File: src/hdl/amc_defines.svh
// Register offsets, field positions and reset values of the analog module control block.
`ifndef AMC_DEFINES_SVH
`define AMC_DEFINES_SVH

`define AMC_ADDR_W            8
`define AMC_DATA_W            8
`define AMC_OFS_SLEEP_CTRL    8'h00
`define AMC_OFS_CONV_CTRL0    8'h01
`define AMC_OFS_CMP_CTRL      8'h02
`define AMC_OFS_PERIPH_REQ1   8'h03
`define AMC_OFS_PERIPH_EN1    8'h04
`define AMC_OFS_INT_CTRL      8'h05
`define AMC_OFS_CHAN_SEL      8'h06
`define AMC_SLP_TEMP_OFF_BIT  1
`define AMC_SLP_CMP_OFF_BIT   2
`define AMC_SLP_LS_OFF_BIT    4
`define AMC_SLP_BG_OFF_BIT    5
`define AMC_CV0_ZERO_BIT      0
`define AMC_CMP_A_POL_BIT     0
`define AMC_CMP_A_PIN_BIT     1
`define AMC_CMP_A_STATE_BIT   2
`define AMC_CMP_B_POL_BIT     4
`define AMC_CMP_B_PIN_BIT     5
`define AMC_CMP_B_STATE_BIT   6
`define AMC_CMP_WR_MASK       8'h33
`define AMC_IRQ_BIT           7
`define AMC_INT_GLOBAL_BIT    7
`define AMC_INT_PERIPH_BIT    6
`define AMC_CHAN_BANDGAP      4'h4
`define AMC_CHAN_TEMP         4'h7
`define AMC_RST_BYTE          8'h00
`define AMC_RST_CHAN          4'h0

`endif

File: src/hdl/amc_pkg.sv
// Types shared by the analog module control block.
package amc_pkg;
  `include "amc_defines.svh"

  typedef logic [`AMC_ADDR_W-1:0] amc_addr_t;
  typedef logic [`AMC_DATA_W-1:0] amc_data_t;

  typedef struct packed {
    amc_addr_t addr;
    amc_data_t wdata;
    logic      wr;
    logic      rd;
  } amc_bus_req_s;

  typedef struct packed {
    logic bandgap_en;
    logic level_shift_en;
    logic temp_sensor_en;
    logic comparator_en;
    logic zero_gate_sel;
    logic filter_switch_closed;
    logic cmp_b_input_sel;
    logic route_bandgap;
    logic route_temp;
  } amc_analog_ctrl_s;

  typedef struct packed {
    logic cmp_a_pin_oe;
    logic cmp_a_pin_val;
    logic cmp_b_pin_oe;
    logic cmp_b_pin_val;
    logic ref_b_pin_en;
  } amc_pin_ctrl_s;

  typedef struct packed {
    amc_data_t sleep_control_reg;
    amc_data_t converter_control_reg0;
    amc_data_t comparator_control_reg;
    logic      comparator_irq_flag;
    logic      comparator_irq_enable;
    logic      global_enable;
    logic      periph_enable;
    logic [3:0] chan_sel;
    logic [1:0] sync_a;
    logic [1:0] sync_b;
    amc_data_t rdata;
  } amc_state_s;
endpackage : amc_pkg

File: src/hdl/amc_ctrl.sv
// Digital control of the bandgap, level-shift, temperature sensor and comparator modules.
//
// Decided for this implementation: the address map and the plain strobed port.
`timescale 1ns/100ps
`default_nettype none
`include "amc_defines.svh"

// Function
// - Bandgap reference powered only while bandgap_off (sleep bit 5) is clear.
// - Channel 4 selection routes bandgap voltage to the converter.
// - Level-shift networks enabled while level_shift_off (sleep bit 4) is clear.
// - Converter zeroing bit 0 switches pass gates to present zero-current input.
// - Filter switch closed while sampling, forced open while zeroing.
// - Channel 7 selection routes temperature sensor voltage to the converter.
// - Temperature sensor enabled only while temp_sensor_off (sleep bit 1) is clear.
// - After reset input one feeds both comparators for window comparison.
// - Comparator B pin enable (bit 5) makes comparator B watch input five.
// - Comparator states read at bits 2 and 6; writes there are ignored.
// - Polarity bits 0 and 4 choose whether a high or a low comparator state interrupts.
// - Irq flag (request bit 7) sets when any state XOR polarity is one.
// - Irq reaches core only with enable bit 7 and interrupt bits 7:6 set.
// - Condition is level sensitive; flag sets again each cycle while condition holds.
// - Pin enable bits 1 and 5 drive comparator outputs onto pins, overriding direction.
// - References and comparators enabled only while comparator_off (sleep bit 2) is clear.
// - With comparator B pin enable clear, its pins return to port function.
module amc_ctrl (
  // Clock and reset
  input  wire logic                      clk_in,
  input  wire logic                      rst_n_in,
  // Register port
  input  wire amc_pkg::amc_bus_req_s     bus_in,
  output logic      [`AMC_DATA_W-1:0]    rdata_out,
  // Converter sampling window and raw comparator outputs
  input  wire logic                      sampling_in,
  input  wire logic                      comparator_a_raw_in,
  input  wire logic                      comparator_b_raw_in,
  // Analog control and pin overrides
  output amc_pkg::amc_analog_ctrl_s      analog_out,
  output amc_pkg::amc_pin_ctrl_s         pins_out,
  // Interrupt request to the core
  output logic                           irq_out
);
  import amc_pkg::*;

  amc_state_s state;
  amc_state_s next_state;
  logic       cmp_a_state;
  logic       cmp_b_state;
  logic       irq_cond;

  // Only the second flop of each synchroniser is read.
  assign cmp_a_state = state.sync_a[1];
  assign cmp_b_state = state.sync_b[1];

  assign irq_cond = (cmp_a_state ^ state.comparator_control_reg[`AMC_CMP_A_POL_BIT]) |
                    (cmp_b_state ^ state.comparator_control_reg[`AMC_CMP_B_POL_BIT]);

  always_comb begin
    next_state = state;
    next_state.sync_a = {state.sync_a[0], comparator_a_raw_in};
    next_state.sync_b = {state.sync_b[0], comparator_b_raw_in};
    next_state.rdata = `AMC_RST_BYTE;

    if (bus_in.wr) begin
      if (bus_in.addr == `AMC_OFS_SLEEP_CTRL) begin
        next_state.sleep_control_reg = bus_in.wdata;
      end else if (bus_in.addr == `AMC_OFS_CONV_CTRL0) begin
        next_state.converter_control_reg0 = bus_in.wdata;
      end else if (bus_in.addr == `AMC_OFS_CMP_CTRL) begin
        // State bits are not writable.
        next_state.comparator_control_reg = bus_in.wdata & `AMC_CMP_WR_MASK;
      end else if (bus_in.addr == `AMC_OFS_PERIPH_REQ1) begin
        next_state.comparator_irq_flag = bus_in.wdata[`AMC_IRQ_BIT];
      end else if (bus_in.addr == `AMC_OFS_PERIPH_EN1) begin
        next_state.comparator_irq_enable = bus_in.wdata[`AMC_IRQ_BIT];
      end else if (bus_in.addr == `AMC_OFS_INT_CTRL) begin
        next_state.global_enable = bus_in.wdata[`AMC_INT_GLOBAL_BIT];
        next_state.periph_enable = bus_in.wdata[`AMC_INT_PERIPH_BIT];
      end else if (bus_in.addr == `AMC_OFS_CHAN_SEL) begin
        next_state.chan_sel = bus_in.wdata[3:0];
      end
    end

    // A live condition wins over a software clear in the same cycle.
    if (irq_cond) begin
      next_state.comparator_irq_flag = 1'b1;
    end

    if (bus_in.rd) begin
      if (bus_in.addr == `AMC_OFS_SLEEP_CTRL) begin
        next_state.rdata = state.sleep_control_reg;
      end else if (bus_in.addr == `AMC_OFS_CONV_CTRL0) begin
        next_state.rdata = state.converter_control_reg0;
      end else if (bus_in.addr == `AMC_OFS_CMP_CTRL) begin
        next_state.rdata = state.comparator_control_reg;
        next_state.rdata[`AMC_CMP_A_STATE_BIT] = cmp_a_state;
        next_state.rdata[`AMC_CMP_B_STATE_BIT] = cmp_b_state;
      end else if (bus_in.addr == `AMC_OFS_PERIPH_REQ1) begin
        next_state.rdata[`AMC_IRQ_BIT] = state.comparator_irq_flag;
      end else if (bus_in.addr == `AMC_OFS_PERIPH_EN1) begin
        next_state.rdata[`AMC_IRQ_BIT] = state.comparator_irq_enable;
      end else if (bus_in.addr == `AMC_OFS_INT_CTRL) begin
        next_state.rdata[`AMC_INT_GLOBAL_BIT] = state.global_enable;
        next_state.rdata[`AMC_INT_PERIPH_BIT] = state.periph_enable;
      end else if (bus_in.addr == `AMC_OFS_CHAN_SEL) begin
        next_state.rdata = {4'h0, state.chan_sel};
      end
    end
  end

  always_ff @(posedge clk_in) begin
    if (!rst_n_in) begin
      state.sleep_control_reg      <= `AMC_RST_BYTE;
      state.converter_control_reg0 <= `AMC_RST_BYTE;
      state.comparator_control_reg <= `AMC_RST_BYTE;
      state.comparator_irq_flag    <= 1'b0;
      state.comparator_irq_enable  <= 1'b0;
      state.global_enable          <= 1'b0;
      state.periph_enable          <= 1'b0;
      state.chan_sel               <= `AMC_RST_CHAN;
      state.sync_a                 <= 2'h0;
      state.sync_b                 <= 2'h0;
      state.rdata                  <= `AMC_RST_BYTE;
    end else begin
      state <= next_state;
    end
  end

  assign rdata_out = state.rdata;

  // Enables are driven straight from the stored control bits so that the analog side sees no glitches.
  always_comb begin
    analog_out.bandgap_en     = ~state.sleep_control_reg[`AMC_SLP_BG_OFF_BIT];
    analog_out.level_shift_en = ~state.sleep_control_reg[`AMC_SLP_LS_OFF_BIT];
    analog_out.temp_sensor_en = ~state.sleep_control_reg[`AMC_SLP_TEMP_OFF_BIT];
    analog_out.comparator_en  = ~state.sleep_control_reg[`AMC_SLP_CMP_OFF_BIT];
    analog_out.zero_gate_sel  = state.converter_control_reg0[`AMC_CV0_ZERO_BIT];
    analog_out.filter_switch_closed = sampling_in &
                                      ~state.converter_control_reg0[`AMC_CV0_ZERO_BIT];
    // Low selects input one for comparator B (window mode), high selects input five.
    analog_out.cmp_b_input_sel = state.comparator_control_reg[`AMC_CMP_B_PIN_BIT];
    analog_out.route_bandgap   = (state.chan_sel == `AMC_CHAN_BANDGAP);
    analog_out.route_temp      = (state.chan_sel == `AMC_CHAN_TEMP);
  end

  always_comb begin
    pins_out.cmp_a_pin_oe  = state.comparator_control_reg[`AMC_CMP_A_PIN_BIT];
    pins_out.cmp_a_pin_val = cmp_a_state;
    pins_out.cmp_b_pin_oe  = state.comparator_control_reg[`AMC_CMP_B_PIN_BIT];
    pins_out.cmp_b_pin_val = cmp_b_state;
    pins_out.ref_b_pin_en  = state.comparator_control_reg[`AMC_CMP_B_PIN_BIT];
  end

  assign irq_out = state.comparator_irq_flag & state.comparator_irq_enable &
                   state.global_enable & state.periph_enable;
endmodule : amc_ctrl
`default_nettype wire

File: config.mk
export PLATFORM = sky130hd
export DESIGN_NAME = amc_ctrl
export DESIGN_NICKNAME = d
export VERILOG_FILES = /design/src/hdl/amc_pkg.sv /design/src/hdl/amc_ctrl.sv
export VERILOG_INCLUDE_DIRS = /design/src /design/src/hdl
export SDC_FILE = /design/constraint.sdc
export NUM_CORES = 1
export LEC_CHECK = 0
export BUFFER_PORTS_ARGS = -buffer_cell sky130_fd_sc_hd__buf_2
export CAP_MARGIN = 10
export CELL_PAD_IN_SITES_DETAIL_PLACEMENT = 0
export CELL_PAD_IN_SITES_GLOBAL_PLACEMENT = 1
export CORE_MARGIN = 2
export CORE_UTILIZATION = 39
export DETAILED_ROUTE_END_ITERATION = 6
export PLACE_DENSITY = 0.87
export SYNTH_ARGS = -nofsm -noshare
export SYNTH_HDL_FRONTEND = slang
export SYNTH_SLANG_ARGS = --single-unit
File: constraint.sdc
create_clock -name clk_in -period 1.9 [get_ports clk_in]
set_input_delay 0.57 -clock clk_in [delete_from_list [all_inputs] [get_ports clk_in]]
set_output_delay 0.57 -clock clk_in [all_outputs]
set_load 0.01 [all_outputs]
Word-level counts from Yosys, hierarchy flattened. Cells that the tools add are included.

Muxes and demuxes: 22. Shifts and indexed selects: 0. Add/subtract/negate cells: 0. Div/mod/pow operators: 0. Multipliers: 0. Reduce and logical (&&, ||, !) cells: 11. Bitwise operators: 18. Equal/unequal tests: 11. $lt $le $gt $ge: 0.

Operators with widths (count): 8-bit two-way mux (7); 8-bit by 3-bit equality test with 1-bit output, second input constant (3); 7-bit two-way mux (3); 8-bit by 2-bit equality test with 1-bit output, second input constant (2); 4-bit two-way mux (3); 6-bit two-way mux (2); 1-bit inverter (11); 4-bit by 3-bit equality test with 1-bit output, second input constant (2); 8-bit by 1-bit equality test with 1-bit output, second input constant (1); 8-bit zero test (1); 8-bit AND reduction (1); 7-bit AND reduction (1); 2-bit != test, second input constant (3); 6-bit AND reduction (1); 1-bit two-way mux (5); 5-bit AND reduction (1); 1-bit bitwise AND (4); 2-bit two-way mux (2); 2-bit AND reduction (2); 4-bit AND reduction (1); 2-bit nonzero test (2); 3-bit AND reduction (1); 1-bit bitwise XOR (2); 1-bit bitwise OR (1).

Logic and storage cells: 73. Output and inout bits: 23. RAM bits: 0. Memories: 0. Bits in read-only memories: 0. Input port bits: 23. Latch bits: 0. Flip-flop bits (word level): 40.

Longest topological paths before layout.
Depth after elaboration: 10. Depth in mapped cells: 6. Mapped depth without buffers: 4.

Worst setup path before layout. OpenSTA, ideal clock, no wires.

Path kind: input to register. Start point: input bus_in[12] in the netlist's numbering. End point: register state[41] in the netlist's numbering. Setup time: 0.115 ns. Required time: 1.785 ns. Buffers on the path: 1. Stages on the path: 5. Arrival time: 1.460 ns. Slack: 0.325 ns. Path through: nor4b_4 > nand3_2 > buf_6 > nand3_1 > o21ai_2.

Word-level cells in the longest chain between the ends: 2.

RTL lines: start, declared (line amc_ctrl.sv:31) `input wire amc_pkg::amc_bus_req_s bus_in,`; 8-bit zero test (no line); 2-bit AND reduction (no line); end signal, assigned (line amc_ctrl.sv:125) `state <= next_state;`; end, declared (line amc_ctrl.sv:45) `amc_state_s state;`.

No other way between the ends. A chain may end at the register's enable or synchronous reset.

==> flow_metrics.env <==
export IMPL_numCtsBuffers=5
export IMPL_synth_area_um2=1870
export IMPL_ys_top_cells_by_count="dfxtp_1, nand3_1, nand2_1"
export IMPL_hold_path_class="reg -> reg"
export IMPL_place_area_um2=2070
export IMPL_die_h_um=73.2
export IMPL_syn_num_nets=233
export IMPL_num_rows=25
export IMPL_ioPinCount=46
export IMPL_worstMarginPinSlew_ns=0.322
export IMPL_dp_cells=293
export IMPL_core_area_um2=4660
export IMPL_port_buffers=45
export IMPL_hold_buffers=0
export IMPL_synth_area_per_cell_um2=8.88
export IMPL_start_util_pct=40.0
export IMPL_fmax_mhz=601
export IMPL_dr_total_vias=1530
export IMPL_clock_latency_ns=0.29
export IMPL_ys_ff_latch=40
export IMPL_min_path_cells=1
export IMPL_antenna_found_initial=0
export IMPL_first_iter_violations=89
export IMPL_start_kind="register"
export IMPL_power_uw=1490
export IMPL_pre_cts_ws_ns=0.0982
export IMPL_grt_pass1_vias=1386
export IMPL_cts_buffer_depth=2
export IMPL_r2r_cells=4
export IMPL_yosysSeqAreaShare_pct=42.9
export IMPL_drt_wirelength_per_cell_um=13.4
export IMPL_worst_slack_ns=0.235
export IMPL_diodes=0
export IMPL_cts_resized_gates=0
export IMPL_synth_top_cell_by_area="dfxtp_1"
export IMPL_clockRootBuffer="clkbuf_8"
export IMPL_synth_top_cell_area_share_pct=42.9
export IMPL_route_detailed_drc=0
export IMPL_dr_pass1_iters=4
export IMPL_stdcell_area_um2=2150
export IMPL_final_setup_viol_count=0
export IMPL_required_ns=1.33
export IMPL_drv_slew=0
export IMPL_cts_setup_buffers=0
export IMPL_wl_um=4010
export IMPL_ir_worst_vdd_mv=0.268
export IMPL_post_route_period_util_pct=87.6
export IMPL_skew_ns=0.00600
export IMPL_slew_headroom_pct=78.5
export IMPL_synth_edf_count=0
export IMPL_dpl_hpwl_um=3040
export IMPL_finalSetupTns_ns=0
export IMPL_routed_wl_met2_um=1840
export IMPL_path_class="reg -> out"
export IMPL_syn_to_final_growth_pct=15.3
export IMPL_ys_warn_count=0
export IMPL_drive_gt1_share_pct=31.7
export IMPL_synth_area_top_cells="dfxtp_1, nand3_1, mux2i_1"
export IMPL_power_density_nw_per_um2=693
export IMPL_crit_fanout=4
export IMPL_clk_pin_slew_ns=0.07
export IMPL_met3_length_um=210
export IMPL_dieArea_um2=5350
export IMPL_cts_tree="yes"
export IMPL_grt_pass1_wl_um=6440
export IMPL_layout_cells_non_filler=300
export IMPL_htree_levels=2
export IMPL_grt_max_degree=23
export IMPL_crit_arrival_ns=1.09
export IMPL_syn_inst=210
export IMPL_finalCriticalPeriod_ns=1.66
export IMPL_clkSinkCount=40
export IMPL_status="completed"
export IMPL_top_layer_used="met4"
export IMPL_overflow=0
export IMPL_leakage_uw=0.000921
export IMPL_synth_ff_type="dfxtp_1"
export IMPL_hold_viol=0
export IMPL_end_kind="output port"
export IMPL_yosys_cell_count_top_type="dfxtp_1"
export IMPL_synthArstFlopShare_pct=0
export IMPL_synth_cell_types=34
export IMPL_die_x_um=73.2
export IMPL_max_cap_violations=0
export IMPL_rsz0062_at_grt="false"
export IMPL_viasPerCell=5.10
export IMPL_drt_met1_wl_um=1910
export IMPL_gr_usage_all_layers_pct=15.6
export IMPL_num_nets_final=269
export IMPL_routabilityCongestion=0.777
export IMPL_detail_route_antenna_nets=0
==> final cells by class <==
class | count | area [µm²]
Sequential cell | 40 | 801
Clock buffer | 6 | 72.6
Multi-Input combinational cell | 136 | 862
Tap cell | 54 | 67.6
Fill cell | 485 | 2510
Timing Repair Buffer | 55 | 313
Clock inverter | 1 | 5.00
Inverter | 8 | 30.0
==> registers in the layout, indices dropped and copies added (netlist names) <==
signal and cells:
analog_out 2, state 25, next_state 2, rdata_out 8, pins_out 3
==> metrics by stage <==
| stage | util [%] | hold slack (ns) |
|---|---|---|
| floorplan | - | 0.412 |
| global placement | 44.5 | 0.416 |
| CTS | 46.1 | 0.434 |
| detailed placement | 44.5 | 0.417 |
| finish | 46.1 | 0.434 |
| global route | 46.1 | 0.465 |
==> cell usage in the layout, fill, tap and decap left out, drive strengths merged, types with 3 or more instances in the layout <==
| master | instances |
|---|---|
| a21oi | 6 |
| and2 | 6 |
| inv | 8 |
| mux2i | 12 |
| mux2 | 3 |
| nor3 | 5 |
| nand2 | 20 |
| o21ai | 23 |
| clkbuf | 6 |
| buf | 55 |
| nor2 | 9 |
| nor2b | 7 |
| nand3 | 28 |
| dfxtp | 40 |
| nand4 | 3 |
==> critical path: stages, from the launching register on <==
cell     delay [ns]
dfxtp_1        0.34
nor4b_1        0.29
buf_2          0.18
==> power breakdown <==
part / leakage [µW] / switching [µW] / internal [µW] / total [µW]
Combinational: 0.000556 / 72.4 / 51.7 / 124
Sequential: 0.000323 / 4.95 / 844 / 849
Clock: 0.0000410 / 267 / 249 / 517
Total: 0.000921 / 345 / 1150 / 1490
==> cells by family (layout without fill, tap and decap cells) <==
| group | count (synthesis) | count (layout) | synth area share [%] |
|---|---|---|---|
| DFF | 40 | 40 | 42.9 |
| xor gates and xnor gates | 2 | 2 | 0.939 |
| and+or+nand+nor | 84 | 84 | 25.2 |
| muxes | 15 | 15 | 8.25 |
| buffers and inverters | 34 | 70 | 10.9 |
| AOI/OAI and AO/OA | 35 | 35 | 11.8 |
==> path summary, 6_finish.rpt <==
path                                  from  slack [ns]                      end
hold / removal    next_state[9]$_SDFF_PN0_        0.43   pins_out[1]$_SDFF_PN0_
setup reg to reg    state[16]$_SDFFE_PN0P_        0.80  rdata_out[6]$_SDFF_PN0_
setup / recovery    state[15]$_SDFFE_PN0P_        0.24            analog_out[1]
hold reg to reg   next_state[9]$_SDFF_PN0_        0.43   pins_out[1]$_SDFF_PN0_
==> per-layer routing <==
| layer | global-route usage (%) | vias to the layer above |
|---|---|---|
| li1 | - | 783 |
| met1 | 20.0 | 694 |
| met2 | 25.5 | 47 |
| met3 | 3.87 | 6 |
| met4 | 4.94 | 0 |
| met5 | 0 | - |
Power figures use the tool's default switching activity.
